## config.mk

```make
export PLATFORM = sky130hd
export DESIGN_NAME = bgdc_top
export DESIGN_NICKNAME = d
export VERILOG_FILES = /design/src/rtl/bgdc_pkg.sv /design/src/rtl/bgdc_top.sv
export VERILOG_INCLUDE_DIRS = /design/src /design/src/rtl
export SDC_FILE = /design/constraint.sdc
export NUM_CORES = 1
export LEC_CHECK = 0
export BUFFER_PORTS_ARGS = -buffer_cell sky130_fd_sc_hd__buf_2
export CAP_MARGIN = 5
export CORE_UTILIZATION = 41
export CTS_CLUSTER_DIAMETER = 40
export DETAILED_ROUTE_END_ITERATION = 8
export PLACE_DENSITY = 0.72
export SYNTH_ARGS = -nofsm -noshare
export SYNTH_HDL_FRONTEND = slang
export SYNTH_SLANG_ARGS = --single-unit
```

## constraint.sdc

```tcl
create_clock -name clk -period 3.1 [get_ports clk]
set_clock_uncertainty 0.15 [all_clocks]
set_input_delay 0.31 -clock clk [delete_from_list [all_inputs] [get_ports clk]]
set_output_delay 0.31 -clock clk [all_outputs]
set_load 0.02 [all_outputs]
```

## src/rtl/bgdc_regs.svh

```systemverilog
// bgdc_regs.svh: register map, field positions, reset values and timing counts
// assumes a 50 MHz clock and an apb slave with 32-bit data
`ifndef BGDC_REGS_SVH
`define BGDC_REGS_SVH
`define BGDC_CTRL_OFS 12'h000
`define BGDC_STAT_OFS 12'h004
`define BGDC_DEAD_OFS 12'h008
`define BGDC_OFF_OFS 12'h00C
`define BGDC_BLANK_OFS 12'h010
`define BGDC_CTRL_DECAY_BIT 0
`define BGDC_CTRL_PWM_BIT 1
`define BGDC_CTRL_SYNC_BIT 2
`define BGDC_CTRL_RST_BIT 3
`define BGDC_CTRL_DIR_BIT 4
`define BGDC_CTRL_RST 32'h0000_0009
`define BGDC_DEAD_NS 100
`define BGDC_CLK_NS 20
`define BGDC_DEAD_CYC ((`BGDC_DEAD_NS + `BGDC_CLK_NS - 1) / `BGDC_CLK_NS)
`define BGDC_OFF_US 10
`define BGDC_OFF_CYC ((`BGDC_OFF_US * 1000 + `BGDC_CLK_NS - 1) / `BGDC_CLK_NS)
`define BGDC_BLANK_NS 1000
`define BGDC_BLANK_CYC ((`BGDC_BLANK_NS + `BGDC_CLK_NS - 1) / `BGDC_CLK_NS)
`endif

```

## src/rtl/bgdc_pkg.sv

```systemverilog
// bgdc_pkg.sv: types shared by the gate-drive control block
// assumes nothing beyond the register header
package bgdc_pkg;
   typedef struct packed {
      logic [2:0] high_side_gate;
      logic [2:0] low_side_gate;
   } bgdc_gates_s;
   typedef struct packed {
      logic hall_bad;
      logic uvlo;
      logic thermal;
      logic short_gnd;
   } bgdc_faults_s;
   typedef enum logic [1:0] {
      BGDC_RUN = 2'b00,
      BGDC_OFF = 2'b01,
      BGDC_BLANK = 2'b10
   } bgdc_chop_e;
endpackage

```

## src/rtl/bgdc_top.sv

```systemverilog
// bgdc_top.sv: gate-drive control logic of a three-phase bridge controller
// assumes synchronous inputs, apb master on the register side, analog monitors as levels
// How it works
// - fast decay, pwm low, no sr: all off
// - pwm high drives commutation-selected gates
// - slow decay off time: selected low side only
// - fast decay with sr: complement drivers on
// - slow decay with sr: both low sides
// - reset forces gates off, clears short fault
// - body diodes conduct only during dead time with sr on
// - dead time between any off and on
// - high side waits for bootstrap charge, no fault
// - hall 000 or 111 faults and coasts
// - gates low until gate supply is good
// - thermal fault with auto clear on hysteresis
// - high-side drop after turn-on flags short
// - commutation step clears latched short fault
// - stalled short clears only by reset toggle
// - current trip cuts high side for off time
// - off time end restores selected high side
// - sense ignored during blanking after turn-on
// - slow decay cuts high only, fast cuts both
// - short fault cuts high sides; others all
// - fault output for any of four faults
`timescale 1ns/100ps
`include "bgdc_regs.svh"
module bgdc_top
   import bgdc_pkg::*;
#(
   parameter int DEAD_CYC = `BGDC_DEAD_CYC,
   parameter int OFF_CYC = `BGDC_OFF_CYC,
   parameter int BLANK_CYC = `BGDC_BLANK_CYC
) (
   input wire logic clk,
   input wire logic nrst,
   input wire logic clk_en,
   input wire logic psel,
   input wire logic penable,
   input wire logic pwrite,
   input wire logic [11:0] paddr,
   input wire logic [31:0] pwdata,
   input wire logic [3:0] pstrb,
   output logic [31:0] prdata,
   output logic pready,
   output logic pslverr,
   input wire logic [2:0] hall_sensor_inputs,
   input wire logic gate_supply_ok,
   input wire logic over_temp_hi,
   input wire logic under_temp_lo,
   input wire logic high_side_drop_hi,
   input wire logic boot_charge_busy,
   input wire logic current_trip,
   output bgdc_gates_s gates,
   output logic fault
);
   // ************
   // register file
   // ************
   logic [31:0] ctrl_q;
   logic [15:0] dead_q;
   logic [15:0] off_q;
   logic [15:0] blank_q;
   bgdc_faults_s flt;
   logic bad_hall;
   logic low_supply;
   logic thermal_q;
   logic short_q;
   bgdc_chop_e chop_q;
   logic wr_en;
   logic hit;
   logic slow_decay;
   logic pwm_in;
   logic sr_en;
   logic rst_req;
   logic dir;
   assign wr_en = psel & penable & pwrite;
   assign pready = 1'b1;
   assign hit = (paddr == `BGDC_CTRL_OFS) || (paddr == `BGDC_STAT_OFS) ||
                (paddr == `BGDC_DEAD_OFS) || (paddr == `BGDC_OFF_OFS) ||
                (paddr == `BGDC_BLANK_OFS);
   assign pslverr = psel & penable & ~hit;
   assign slow_decay = ctrl_q[`BGDC_CTRL_DECAY_BIT];
   assign pwm_in = ctrl_q[`BGDC_CTRL_PWM_BIT];
   assign sr_en = ctrl_q[`BGDC_CTRL_SYNC_BIT];
   assign rst_req = ctrl_q[`BGDC_CTRL_RST_BIT];
   assign dir = ctrl_q[`BGDC_CTRL_DIR_BIT];
   always_ff @(posedge clk or negedge nrst) begin
      if (!nrst) begin
         ctrl_q <= `BGDC_CTRL_RST;
         dead_q <= 16'h0000;
         off_q <= 16'h0000;
         blank_q <= 16'h0000;
      end else if (clk_en && wr_en) begin
         if (paddr == `BGDC_CTRL_OFS && pstrb[0]) begin
            ctrl_q <= {27'h0, pwdata[4:0]};
         end
         if (paddr == `BGDC_DEAD_OFS) begin
            if (pstrb[0]) dead_q[7:0] <= pwdata[7:0];
            if (pstrb[1]) dead_q[15:8] <= pwdata[15:8];
         end
         if (paddr == `BGDC_OFF_OFS) begin
            if (pstrb[0]) off_q[7:0] <= pwdata[7:0];
            if (pstrb[1]) off_q[15:8] <= pwdata[15:8];
         end
         if (paddr == `BGDC_BLANK_OFS) begin
            if (pstrb[0]) blank_q[7:0] <= pwdata[7:0];
            if (pstrb[1]) blank_q[15:8] <= pwdata[15:8];
         end
      end
   end
   // zero in a timing register selects the parameter default
   logic [15:0] dead_n;
   logic [15:0] off_n;
   logic [15:0] blank_n;
   assign dead_n = (dead_q != 16'h0000) ? dead_q : 16'(DEAD_CYC);
   assign off_n = (off_q != 16'h0000) ? off_q : 16'(OFF_CYC);
   assign blank_n = (blank_q != 16'h0000) ? blank_q : 16'(BLANK_CYC);
   always_ff @(posedge clk or negedge nrst) begin
      if (!nrst) begin
         prdata <= 32'h0000_0000;
      end else if (clk_en && psel && !penable && !pwrite) begin
         unique case (paddr)
            `BGDC_CTRL_OFS: prdata <= ctrl_q;
            `BGDC_STAT_OFS: prdata <= {25'h0, chop_q, fault, flt};
            `BGDC_DEAD_OFS: prdata <= {16'h0000, dead_q};
            `BGDC_OFF_OFS: prdata <= {16'h0000, off_q};
            `BGDC_BLANK_OFS: prdata <= {16'h0000, blank_q};
            default: prdata <= 32'h0000_0000;
         endcase
      end
   end
   // ************
   // commutation and faults
   // ************
   logic [2:0] sel_hi;
   logic [2:0] sel_lo;
   logic [2:0] hall_q;
   logic step;
   always_comb begin
      sel_hi = 3'h0;
      sel_lo = 3'h0;
      unique case ({hall_sensor_inputs, dir})
         4'hB: begin sel_hi = 3'h1; sel_lo = 3'h4; end
         4'h9: begin sel_hi = 3'h2; sel_lo = 3'h4; end
         4'hD: begin sel_hi = 3'h2; sel_lo = 3'h1; end
         4'h5: begin sel_hi = 3'h4; sel_lo = 3'h1; end
         4'h7: begin sel_hi = 3'h4; sel_lo = 3'h2; end
         4'h3: begin sel_hi = 3'h1; sel_lo = 3'h2; end
         4'hA: begin sel_hi = 3'h4; sel_lo = 3'h1; end
         4'h8: begin sel_hi = 3'h4; sel_lo = 3'h2; end
         4'hC: begin sel_hi = 3'h1; sel_lo = 3'h2; end
         4'h4: begin sel_hi = 3'h1; sel_lo = 3'h4; end
         4'h6: begin sel_hi = 3'h2; sel_lo = 3'h4; end
         4'h2: begin sel_hi = 3'h2; sel_lo = 3'h1; end
         default: begin sel_hi = 3'h0; sel_lo = 3'h0; end
      endcase
   end
   assign bad_hall = (hall_sensor_inputs == 3'h0) || (hall_sensor_inputs == 3'h7);
   assign low_supply = ~gate_supply_ok;
   assign flt = {bad_hall, low_supply, thermal_q, short_q};
   assign step = (hall_q != hall_sensor_inputs);
   always_ff @(posedge clk or negedge nrst) begin
      if (!nrst) begin
         hall_q <= 3'h0;
      end else if (clk_en) begin
         hall_q <= hall_sensor_inputs;
      end
   end
   // thermal flag holds between the two trip points
   always_ff @(posedge clk or negedge nrst) begin
      if (!nrst) begin
         thermal_q <= 1'b0;
      end else if (clk_en) begin
         if (over_temp_hi) thermal_q <= 1'b1;
         else if (under_temp_lo) thermal_q <= 1'b0;
      end
   end
   // ************
   // gate decision and dead time
   // ************
   bgdc_gates_s want;
   bgdc_gates_s gates_q;
   logic [15:0] dead_cnt_q;
   logic [15:0] chop_cnt_q;
   logic hi_armed;
   assign hi_armed = (chop_q != BGDC_OFF) & pwm_in;
   always_comb begin
      want = '0;
      if (rst_req || flt.hall_bad || flt.uvlo || flt.thermal) begin
         want = '0;
      end else if (hi_armed) begin
         want.high_side_gate = sel_hi;
         want.low_side_gate = sel_lo;
      end else if (!slow_decay && !sr_en) begin
         want = '0;
      end else if (slow_decay && !sr_en) begin
         want.low_side_gate = sel_lo;
      end else if (!slow_decay) begin
         want.high_side_gate = sel_lo;
         want.low_side_gate = sel_hi;
      end else begin
         want.low_side_gate = sel_hi | sel_lo;
      end
      if (flt.short_gnd) want.high_side_gate = 3'h0;
      if (boot_charge_busy) want.high_side_gate = 3'h0;
   end
   // any gate dropping starts a dead gap; gates still wanted stay on and no gate rises until the gap has run out
   always_ff @(posedge clk or negedge nrst) begin
      if (!nrst) begin
         gates_q <= '0;
         dead_cnt_q <= 16'h0000;
      end else if (clk_en) begin
         if ((gates_q & ~want) != '0) begin
            gates_q <= gates_q & want;
            dead_cnt_q <= dead_n;
         end else if (dead_cnt_q != 16'h0000) begin
            dead_cnt_q <= dead_cnt_q - 16'h0001;
         end else begin
            gates_q <= want;
         end
      end
   end
   assign gates = gates_q;
   // ************
   // off time and blanking
   // ************
   always_ff @(posedge clk or negedge nrst) begin
      if (!nrst) begin
         chop_q <= BGDC_BLANK;
         chop_cnt_q <= 16'h0000;
      end else if (clk_en) begin
         unique case (chop_q)
            BGDC_RUN: begin
               if (current_trip) begin
                  chop_q <= BGDC_OFF;
                  chop_cnt_q <= off_n;
               end
            end
            BGDC_OFF: begin
               if (chop_cnt_q <= 16'h0001) begin
                  chop_q <= BGDC_BLANK;
                  chop_cnt_q <= blank_n;
               end else begin
                  chop_cnt_q <= chop_cnt_q - 16'h0001;
               end
            end
            BGDC_BLANK: begin
               if (gates_q.high_side_gate == 3'h0) begin
                  chop_cnt_q <= blank_n;
               end else if (chop_cnt_q <= 16'h0001) begin
                  chop_q <= BGDC_RUN;
                  chop_cnt_q <= 16'h0000;
               end else begin
                  chop_cnt_q <= chop_cnt_q - 16'h0001;
               end
            end
            default: chop_q <= BGDC_RUN;
         endcase
      end
   end
   // ************
   // short to ground
   // ************
   // the drop is judged only once the high side has settled past blanking
   always_ff @(posedge clk or negedge nrst) begin
      if (!nrst) begin
         short_q <= 1'b0;
      end else if (clk_en) begin
         if (rst_req) begin
            short_q <= 1'b0;
         end else if (gates_q.high_side_gate != 3'h0 && chop_q == BGDC_RUN &&
                      high_side_drop_hi) begin
            short_q <= 1'b1;
         end else if (step) begin
            short_q <= 1'b0;
         end
      end
   end
   assign fault = flt.hall_bad | flt.uvlo | flt.thermal | flt.short_gnd;
   // ************
   // checks
   // ************
   AST_RESET_OFF: assert property (@(posedge clk) disable iff (!nrst)
      rst_req && clk_en |=> gates == '0) else $error("gates on under reset");
   AST_HALL_FAULT: assert property (@(posedge clk) disable iff (!nrst)
      flt.hall_bad && clk_en |=> gates == '0) else $error("gates on with bad hall code");
   AST_UVLO_OFF: assert property (@(posedge clk) disable iff (!nrst)
      flt.uvlo && clk_en |=> gates == '0) else $error("gates on with low supply");
   AST_SHORT_HI: assert property (@(posedge clk) disable iff (!nrst)
      flt.short_gnd && clk_en |=> gates.high_side_gate == 3'h0)
      else $error("high side on with short fault");
   AST_NO_SHOOT: assert property (@(posedge clk) disable iff (!nrst)
      (gates.high_side_gate & gates.low_side_gate) == 3'h0)
      else $error("both gates of a phase on");
   AST_DEAD_GAP: assert property (@(posedge clk) disable iff (!nrst)
      clk_en && $past(clk_en) && (($past(gates) & ~gates) != '0) |-> dead_cnt_q != 16'h0000)
      else $error("dead time not started");
   AST_TRIP_OFF: assert property (@(posedge clk) disable iff (!nrst)
      chop_q == BGDC_RUN && current_trip && clk_en |=> chop_q == BGDC_OFF)
      else $error("trip did not start off time");
   AST_FAULT_OR: assert property (@(posedge clk) disable iff (!nrst)
      fault == (flt != '0)) else $error("fault output mismatch");
   AST_BOOT: assert property (@(posedge clk) disable iff (!nrst)
      boot_charge_busy && clk_en |=> gates.high_side_gate == 3'h0 || !$past(clk_en))
      else $error("high side on while bootstrap charging");
   // ************
   // decay table, fault and chopper checks
   // ************
   // each check but AST_ONE_HI looks one enabled edge ahead, the gate register settles in one cycle

   AST_FAST_OFF: assert property (@(posedge clk) disable iff (!nrst)
      clk_en && !pwm_in && !slow_decay && !sr_en |=> gates == '0)
      else $error("gates on in fast decay off time");

   AST_SLOW_HI: assert property (@(posedge clk) disable iff (!nrst)
      clk_en && !pwm_in && slow_decay && !sr_en |=> gates.high_side_gate == 3'h0)
      else $error("high side on in slow decay off time");

   AST_SLOW_SR: assert property (@(posedge clk) disable iff (!nrst)
      clk_en && !pwm_in && slow_decay && sr_en |=> gates.high_side_gate == 3'h0)
      else $error("high side on in slow decay with sr");

   AST_ONE_HI: assert property (@(posedge clk) disable iff (!nrst)
      $onehot0(gates.high_side_gate))
      else $error("more than one high side on");

   AST_DEAD_HOLD: assert property (@(posedge clk) disable iff (!nrst)
      dead_cnt_q != 16'h0000 && clk_en |=> (gates & ~$past(gates)) == '0)
      else $error("gate rose inside dead time");

   // thermal flag must keep its value between the two trip points
   AST_THERM_SET: assert property (@(posedge clk) disable iff (!nrst)
      over_temp_hi && clk_en |=> flt.thermal)
      else $error("thermal fault not set");

   AST_THERM_HOLD: assert property (@(posedge clk) disable iff (!nrst)
      flt.thermal && !under_temp_lo && clk_en |=> flt.thermal)
      else $error("thermal fault dropped early");

   AST_THERM_CLR: assert property (@(posedge clk) disable iff (!nrst)
      !over_temp_hi && under_temp_lo && clk_en |=> !flt.thermal)
      else $error("thermal fault not cleared");

   AST_THERM_OFF: assert property (@(posedge clk) disable iff (!nrst)
      flt.thermal && clk_en |=> gates == '0)
      else $error("gates on with thermal fault");

   AST_SHORT_SET: assert property (@(posedge clk) disable iff (!nrst)
      !rst_req && gates.high_side_gate != 3'h0 && chop_q == BGDC_RUN &&
      high_side_drop_hi && clk_en |=> flt.short_gnd)
      else $error("short to ground not flagged");

   AST_SHORT_STEP: assert property (@(posedge clk) disable iff (!nrst)
      flt.short_gnd && step && !high_side_drop_hi && clk_en |=> !flt.short_gnd)
      else $error("short fault not cleared by commutation");

   // a stalled motor gives no step, so only the reset bit may free it
   AST_SHORT_HOLD: assert property (@(posedge clk) disable iff (!nrst)
      flt.short_gnd && !step && !rst_req && clk_en |=> flt.short_gnd)
      else $error("short fault dropped without step or reset");

   AST_RST_CLR: assert property (@(posedge clk) disable iff (!nrst)
      rst_req && clk_en |=> !flt.short_gnd)
      else $error("reset did not clear short fault");

   AST_RUN_STAY: assert property (@(posedge clk) disable iff (!nrst)
      chop_q == BGDC_RUN && !current_trip && clk_en |=> chop_q == BGDC_RUN)
      else $error("off time without trip");

   AST_OFF_HI: assert property (@(posedge clk) disable iff (!nrst)
      chop_q == BGDC_OFF && !sr_en && clk_en |=> gates.high_side_gate == 3'h0)
      else $error("high side on during off time");

   AST_OFF_END: assert property (@(posedge clk) disable iff (!nrst)
      chop_q == BGDC_OFF && chop_cnt_q <= 16'h0001 && clk_en |=> chop_q == BGDC_BLANK)
      else $error("off time did not end");

   // the comparator is deaf until blanking has run out with a high side on
   AST_BLANK_IGN: assert property (@(posedge clk) disable iff (!nrst)
      chop_q == BGDC_BLANK && clk_en |=> chop_q != BGDC_OFF)
      else $error("trip taken during blanking");

   AST_BLANK_HOLD: assert property (@(posedge clk) disable iff (!nrst)
      chop_q == BGDC_BLANK && gates.high_side_gate == 3'h0 && clk_en |=> chop_q == BGDC_BLANK)
      else $error("blanking ended with high side off");
endmodule

```

# --- Word-level counts from Yosys, hierarchy flattened ---
# Memories as Yosys holds them, arrays and structs flattened.
# Cells that the tools add are included.
op_classes:
  addsub: 2
  order_cmp: 1
  eq_ne: 14
  mux: 32
  n_bitwise: 13
  reduce_logical: 48
ops:
  columns: ["op", "n"]
  rows:
  - ["16-bit two-way mux", 9]
  - ["16-bit case mux with 5 select lines", 1]
  - ["16-bit nonzero test", 4]
  - ["16-bit case mux with 3 select lines", 1]
  - ["16-bit by 1-bit subtractor with 16-bit output (second input constant)", 2]
  - ["6-bit two-way mux", 5]
  - ["12-bit by 4-bit == test with 1-bit output (second input constant)", 2]
  - ["3-bit AND reduction", 7]
  - ["3-bit two-way mux", 6]
  - ["16-bit by 1-bit <= comparator with 1-bit output (second input constant)", 1]
  - ["6-bit AND", 2]
  - ["12-bit by 3-bit == test with 1-bit output (second input constant)", 1]
  - ["12-bit by 5-bit == test with 1-bit output (second input constant)", 1]
  - ["12-bit zero test", 1]
  - ["2-bit != test (second input constant)", 5]
  - ["2-bit AND reduction", 5]
  - ["1-bit logical AND", 9]
  - ["3-bit nonzero test", 3]
  - ["1-bit logical OR", 8]
  - ["2-bit two-way mux", 4]
  - ["3-bit zero test", 2]
  - ["6-bit inverter", 1]
  - ["2-bit case mux with 3 select lines", 1]
  - ["6-bit nonzero test", 1]
  - ["other kinds (14)", 28]
totals:
  reg_bits: 130
  romBits: 96
  input_bits: 63
  out_inout_bits: 41
  wordCells: 127
  mem_count: 1
mem_list:
  columns: ["memory", "depth", "width", "read_ports", "rd_ports_with_merged_regs", "wr", "line_no", "text"]
  rows:
  - ["(no name shown)", 16, 6, 1, 0, 0, "bgdc_top.sv:142", "unique case ({hall_sensor_inputs, dir})"]

# --- Logic depth before layout (Yosys ltp) ---
# An unclocked memory read counts as a cell.
depth:
  ltp_word: 14
  ltp_mapped: 11

# --- Least setup slack after synthesis ---
# No wires, ideal clock.
synth_path:
  path_kind: "register to register"
  startpoint: "register chop_q[1]"
  endpoint: "register dead_cnt_q[0]"
  arrival_ns: 2.885
  setup_slack_ns: -0.062
  path_stages_with_launch: 12
  n_path_buf: 2
  cell_sequence: "dfstp_2 inv_1 ha_1 nor2b_1 clkbuf_1 a2bb2oi_1 o21ai_0 a222oi_1 nand2_2 buf_6 o211a_1 a311o_1"
synth_between:
  elab_chain_cells: 11
  elab_cells_between_ends: 12
synth_rtl:
  columns: ["element", "line_no", "text"]
  rows:
  - ["start: declaration", "bgdc_top.sv:68", "bgdc_chop_e chop_q;"]
  - ["start signal: assignment", "bgdc_top.sv:229", "chop_q <= BGDC_BLANK;"]
  - ["start signal: assignment", "bgdc_top.sv:235", "chop_q <= BGDC_OFF;"]
  - ["start signal: assignment", "bgdc_top.sv:241", "chop_q <= BGDC_BLANK;"]
  - ["2-bit by 1-bit != test with 1-bit output *", "bgdc_top.sv:186", "assign hi_armed = (chop_q != BGDC_OFF) & pwm_in;"]
  - ["1-bit AND *", "bgdc_top.sv:186", null]
  - ["6-bit two-way mux *", "bgdc_top.sv:191", "end else if (hi_armed) begin"]
  - ["6-bit two-way mux *", "bgdc_top.sv:189", "if (rst_req || flt.hall_bad || flt.uvlo || flt.thermal) begin"]
  - ["3-bit two-way mux", "bgdc_top.sv:204", "if (flt.short_gnd) want.high_side_gate = 3'h0;"]
  - ["3-bit two-way mux", "bgdc_top.sv:205", "if (boot_charge_busy) want.high_side_gate = 3'h0;"]
  - ["6-bit inverter *", "bgdc_top.sv:213", "if ((gates_q & ~want) != '0) begin"]
  - ["6-bit AND *", "bgdc_top.sv:213", null]
  - ["6-bit nonzero test *", "bgdc_top.sv:213", null]
  - ["2-bit nonzero test (no line)", null, null]
  - ["2-bit AND reduction (no line)", null, null]
  - ["end signal: assignment", "bgdc_top.sv:215", "dead_cnt_q <= dead_n;"]
  - ["end signal: assignment", "bgdc_top.sv:217", "dead_cnt_q <= dead_cnt_q - 16'h0001;"]
  - ["end: declaration", "bgdc_top.sv:183", "logic [15:0] dead_cnt_q;"]
# Every way passes the cells marked *; elsewhere a longest branch is shown, timed or not.
# A chain may end at the register's enable or synchronous reset.

# --- Worst setup path in the final report ---
layout_path:
  startpoint: "register chop_q[1]"
  endpoint: "register dead_cnt_q[3]"
# The elaborated chain is that of the path after synthesis.

==> reports/results.ini <==
[clock_network]
numCtsBuffers = 17
cts_buffer_depth = 2
root_buffer = clkbuf_16
cts_tree = done
cts_sinks = 114
htree_levels = 4
clock_latency_ns = 0.42
clk_pin_slew_ns = 0.05

[place]
numPortBuffers = 68
place_ws_ns = -0.0240
placed_area_sq_mm = 0.00720
place.gp.congestion = 0.901
hpwl_um = 12700

[critical_path]
critical_path_arrival_ns = 3.09
setup.worst_path.class = reg -> reg
critPathLaunchType = flop
end_kind = flop
required_ns = 3.24
crit_fanout = 29

[pwr]
seq_power_share_pct = 39.0
clock_power_share_pct = 51.3
p_int_w = 0.00316
powerDensity_mw_per_mm2 = 521
p_sw_share_pct = 23.6
combinationalPowerShare_pct = 9.7
ir_worst_vdd_uv = 409
p_leak_nw = 3.54
power.switching_w = 0.000972

[global_route]
grt_pass1_vias = 5288
grt_max_degree = 68
antenna_found_initial = 0
grt_overflow = 0
grt_pass1_wl_um = 28400
gr-usage-all-layers_pct = 22.9

[sta]
worst_hold_slack_ns = -0.000233
max_slew_margin_pct = 58.5
fin_crit_ns = 2.95
worst_slack_ns = 0.155
max_freq_ghz = 0.340
tightestPinTransition_ns = 0.622
fin_setup_tns_ns = 0
fin_crit_sh_pct = 95.0
hold_viol_final = 1
drv_slew = 0
finalSetupViolations = 0
rsz0062_at_grt = false

[floorplan]
ioPinCount = 104
die_area_sq_mm = 0.0164
fp.dieH_um = 128
rows = 45
start_util_pct = 42.4
die_w_um = 128
core_area_sq_mm = 0.0153

[synthesis]
synthTopCellsByCount = 111 x dfrtp_1, 57 x mux2_2, 52 x nor2_1
synth_area_per_cell_sq_um = 9.83
netlist_instances = 661
yosysSeqAreaShare_pct = 44.0
synth_area_leaders = dfrtp_1 43%, mux2_2 9.9%, o21ai_0 3.4%, nor2_1 3.0%, a21oi_1 2.5%
yosysMostFrequentCell = dfrtp_1
synth_edf_count = 0
syn_area_sq_mm = 0.00650
synth.ff_latch_count = 114
synth_top_area_share_pct = 42.8
yosys_warnings = 0
synthArstFlopShare_pct = 100
synth_top_area_cell = dfrtp_1
synth_flop_cell = dfrtp_1
synth_cell_types = 68

[cells_and_area]
nNetsFinal = 825
layout-drive-gt1-share_pct = 27.6
antenna_cells = 0
syn_to_final_growth_pct = 22.1
fin_util_pct = 51.8
stdcell_area_sq_mm = 0.00793

[routing]
route.detailed.drc = 0
first_pass_iters = 6
finalWirelength_um = 17800
ant_nets = 0
drtIter0Drc = 518
via_per_inst = 5.83
detail_route.wl_per_cell_um = 18.2
num_vias = 5701

[run_status]
status = finished, violations left
violations = negative hold slack

[job]
maxCapViolations = 0

[worst_hold_path]
hold_class = in -> reg

-- final timing paths --
check	cells past startpoint	endpoint	slack, ns	from
max	11	dead_cnt_q[3]	0.15	chop_q[1]
min	3	dead_q[14]	-0.0002	pwdata[14]
max reg2reg	11	dead_cnt_q[3]	0.15	chop_q[1]
min reg2reg	2	prdata[9]	0.37	prdata[9]
max in group asynchronous	3	chop_q[1]	1.69	nrst
min in group asynchronous	2	gates[2]	0.30	nrst
-- registers in the layout, indices dropped and copies added (netlist names) --
signal and cells:
dead_q 16, dead_cnt_q 16, hall_q 3, short_q 1, thermal_q 1, gates 6, blank_q 16, off_q 16
ctrl_q 5, chop_q 2, chop_cnt_q 16, prdata 16
-- cells by family (layout without fill, tap and decap cells) --
| kind of cell | Yosys count | after routing | share of synthesized area (%) |
|---|---|---|---|
| other | 2 | 17 | 0.116 |
| and+or+nand+nor | 217 | 217 | 18.1 |
| buffers and inverters | 71 | 162 | 5.41 |
| adders and majority gates | 8 | 8 | 1.54 |
| xor gates and xnor gates | 16 | 16 | 2.16 |
| muxes | 63 | 63 | 10.8 |
| AOI/OAI and AO/OA | 170 | 170 | 17.9 |
| DFF | 114 | 114 | 44.0 |
-- critical path: stages (launching register included) --
cell and delay [ns]:
dfstp_2 0.55, inv_1 0.09, ha_2 0.22, nand2b_2 0.24, nor4b_2 0.22, o31ai_1 0.14
a222oi_1 0.32, buf_4 0.19, nand2_2 0.08, buf_12 0.17, and3_1 0.18, a2111o_1 0.28
-- area by class of cell --
cell class	instances	area, sq um
Fill cell	1395	7390
Inverter	20	75.1
Clock buffer	22	454
Sequential cell	114	2860
Timing Repair Buffer	110	706
Clock inverter	10	181
Tap cell	211	264
Multi-Input combinational cell	491	3390
-- per-stage QoR --
| step | power, W | instances |
|---|---|---|
| after floorplan | 0.00188 | 676 |
| after global placement | 0.00203 | 939 |
| after detailed placement | 0.00203 | 939 |
| after CTS | 0.00415 | 977 |
| after global routing | 0.00428 | 978 |
| final | 0.00413 | 978 |
-- per-layer routing --
metal,GRT usage (%),wire [um],vias up
met5,0,0,-
met4,8.93,391,0
met3,5.43,1380,29
met2,34.3,8100,254
met1,31.9,7890,2783
li1,-,-,2635
-- power groups by stage --
| stage | Sequential [W] | Clock, W | Combinational, W |
|---|---|---|---|
| after floorplan | 0.00167 | 0 | 0.000209 |
| after global placement | 0.00164 | 0 | 0.000390 |
| after detailed placement | 0.00164 | 0 | 0.000394 |
| after CTS | 0.00161 | 0.00214 | 0.000401 |
| after global routing | 0.00162 | 0.00221 | 0.000446 |
| final | 0.00161 | 0.00212 | 0.000399 |
-- layout by cell type, fill, tap and decap left out, drive strengths merged, types with 4 or more instances in the layout --
master       count
mux2            57
nand2b           8
a211oi           4
nor3b           10
conb            17
clkbuf          22
xor2             9
mux2i            6
o21ai           46
ha               8
dfrtp          111
dlygate4sd3      4
a22oi            9
o22ai            7
or3              9
nor2b            7
and3             4
o211a            7
a2bb2oi          6
clkinv           4
a22o             5
buf            106
a222oi          12
nand3            8
nor4b            4
nand3b           7
nor4            25
a21oi           32
a31oi           11
inv             20
bufinv           5
nand2           43
nor3            17
nor2            52
xnor2            7
-- what timing repair did --
| action | CTS | global route |
|---|---|---|
| setup endpoints to repair | 5 | 21 |
| pin swaps | 3 | 2 |
| hold buffers | 4 | 0 |
| setup buffers | 2 | 1 |
| resized for setup | 1 | 6 |
| hold endpoints to repair | 51 | 0 |
No activity file was read; power rests on OpenSTA's default activity.
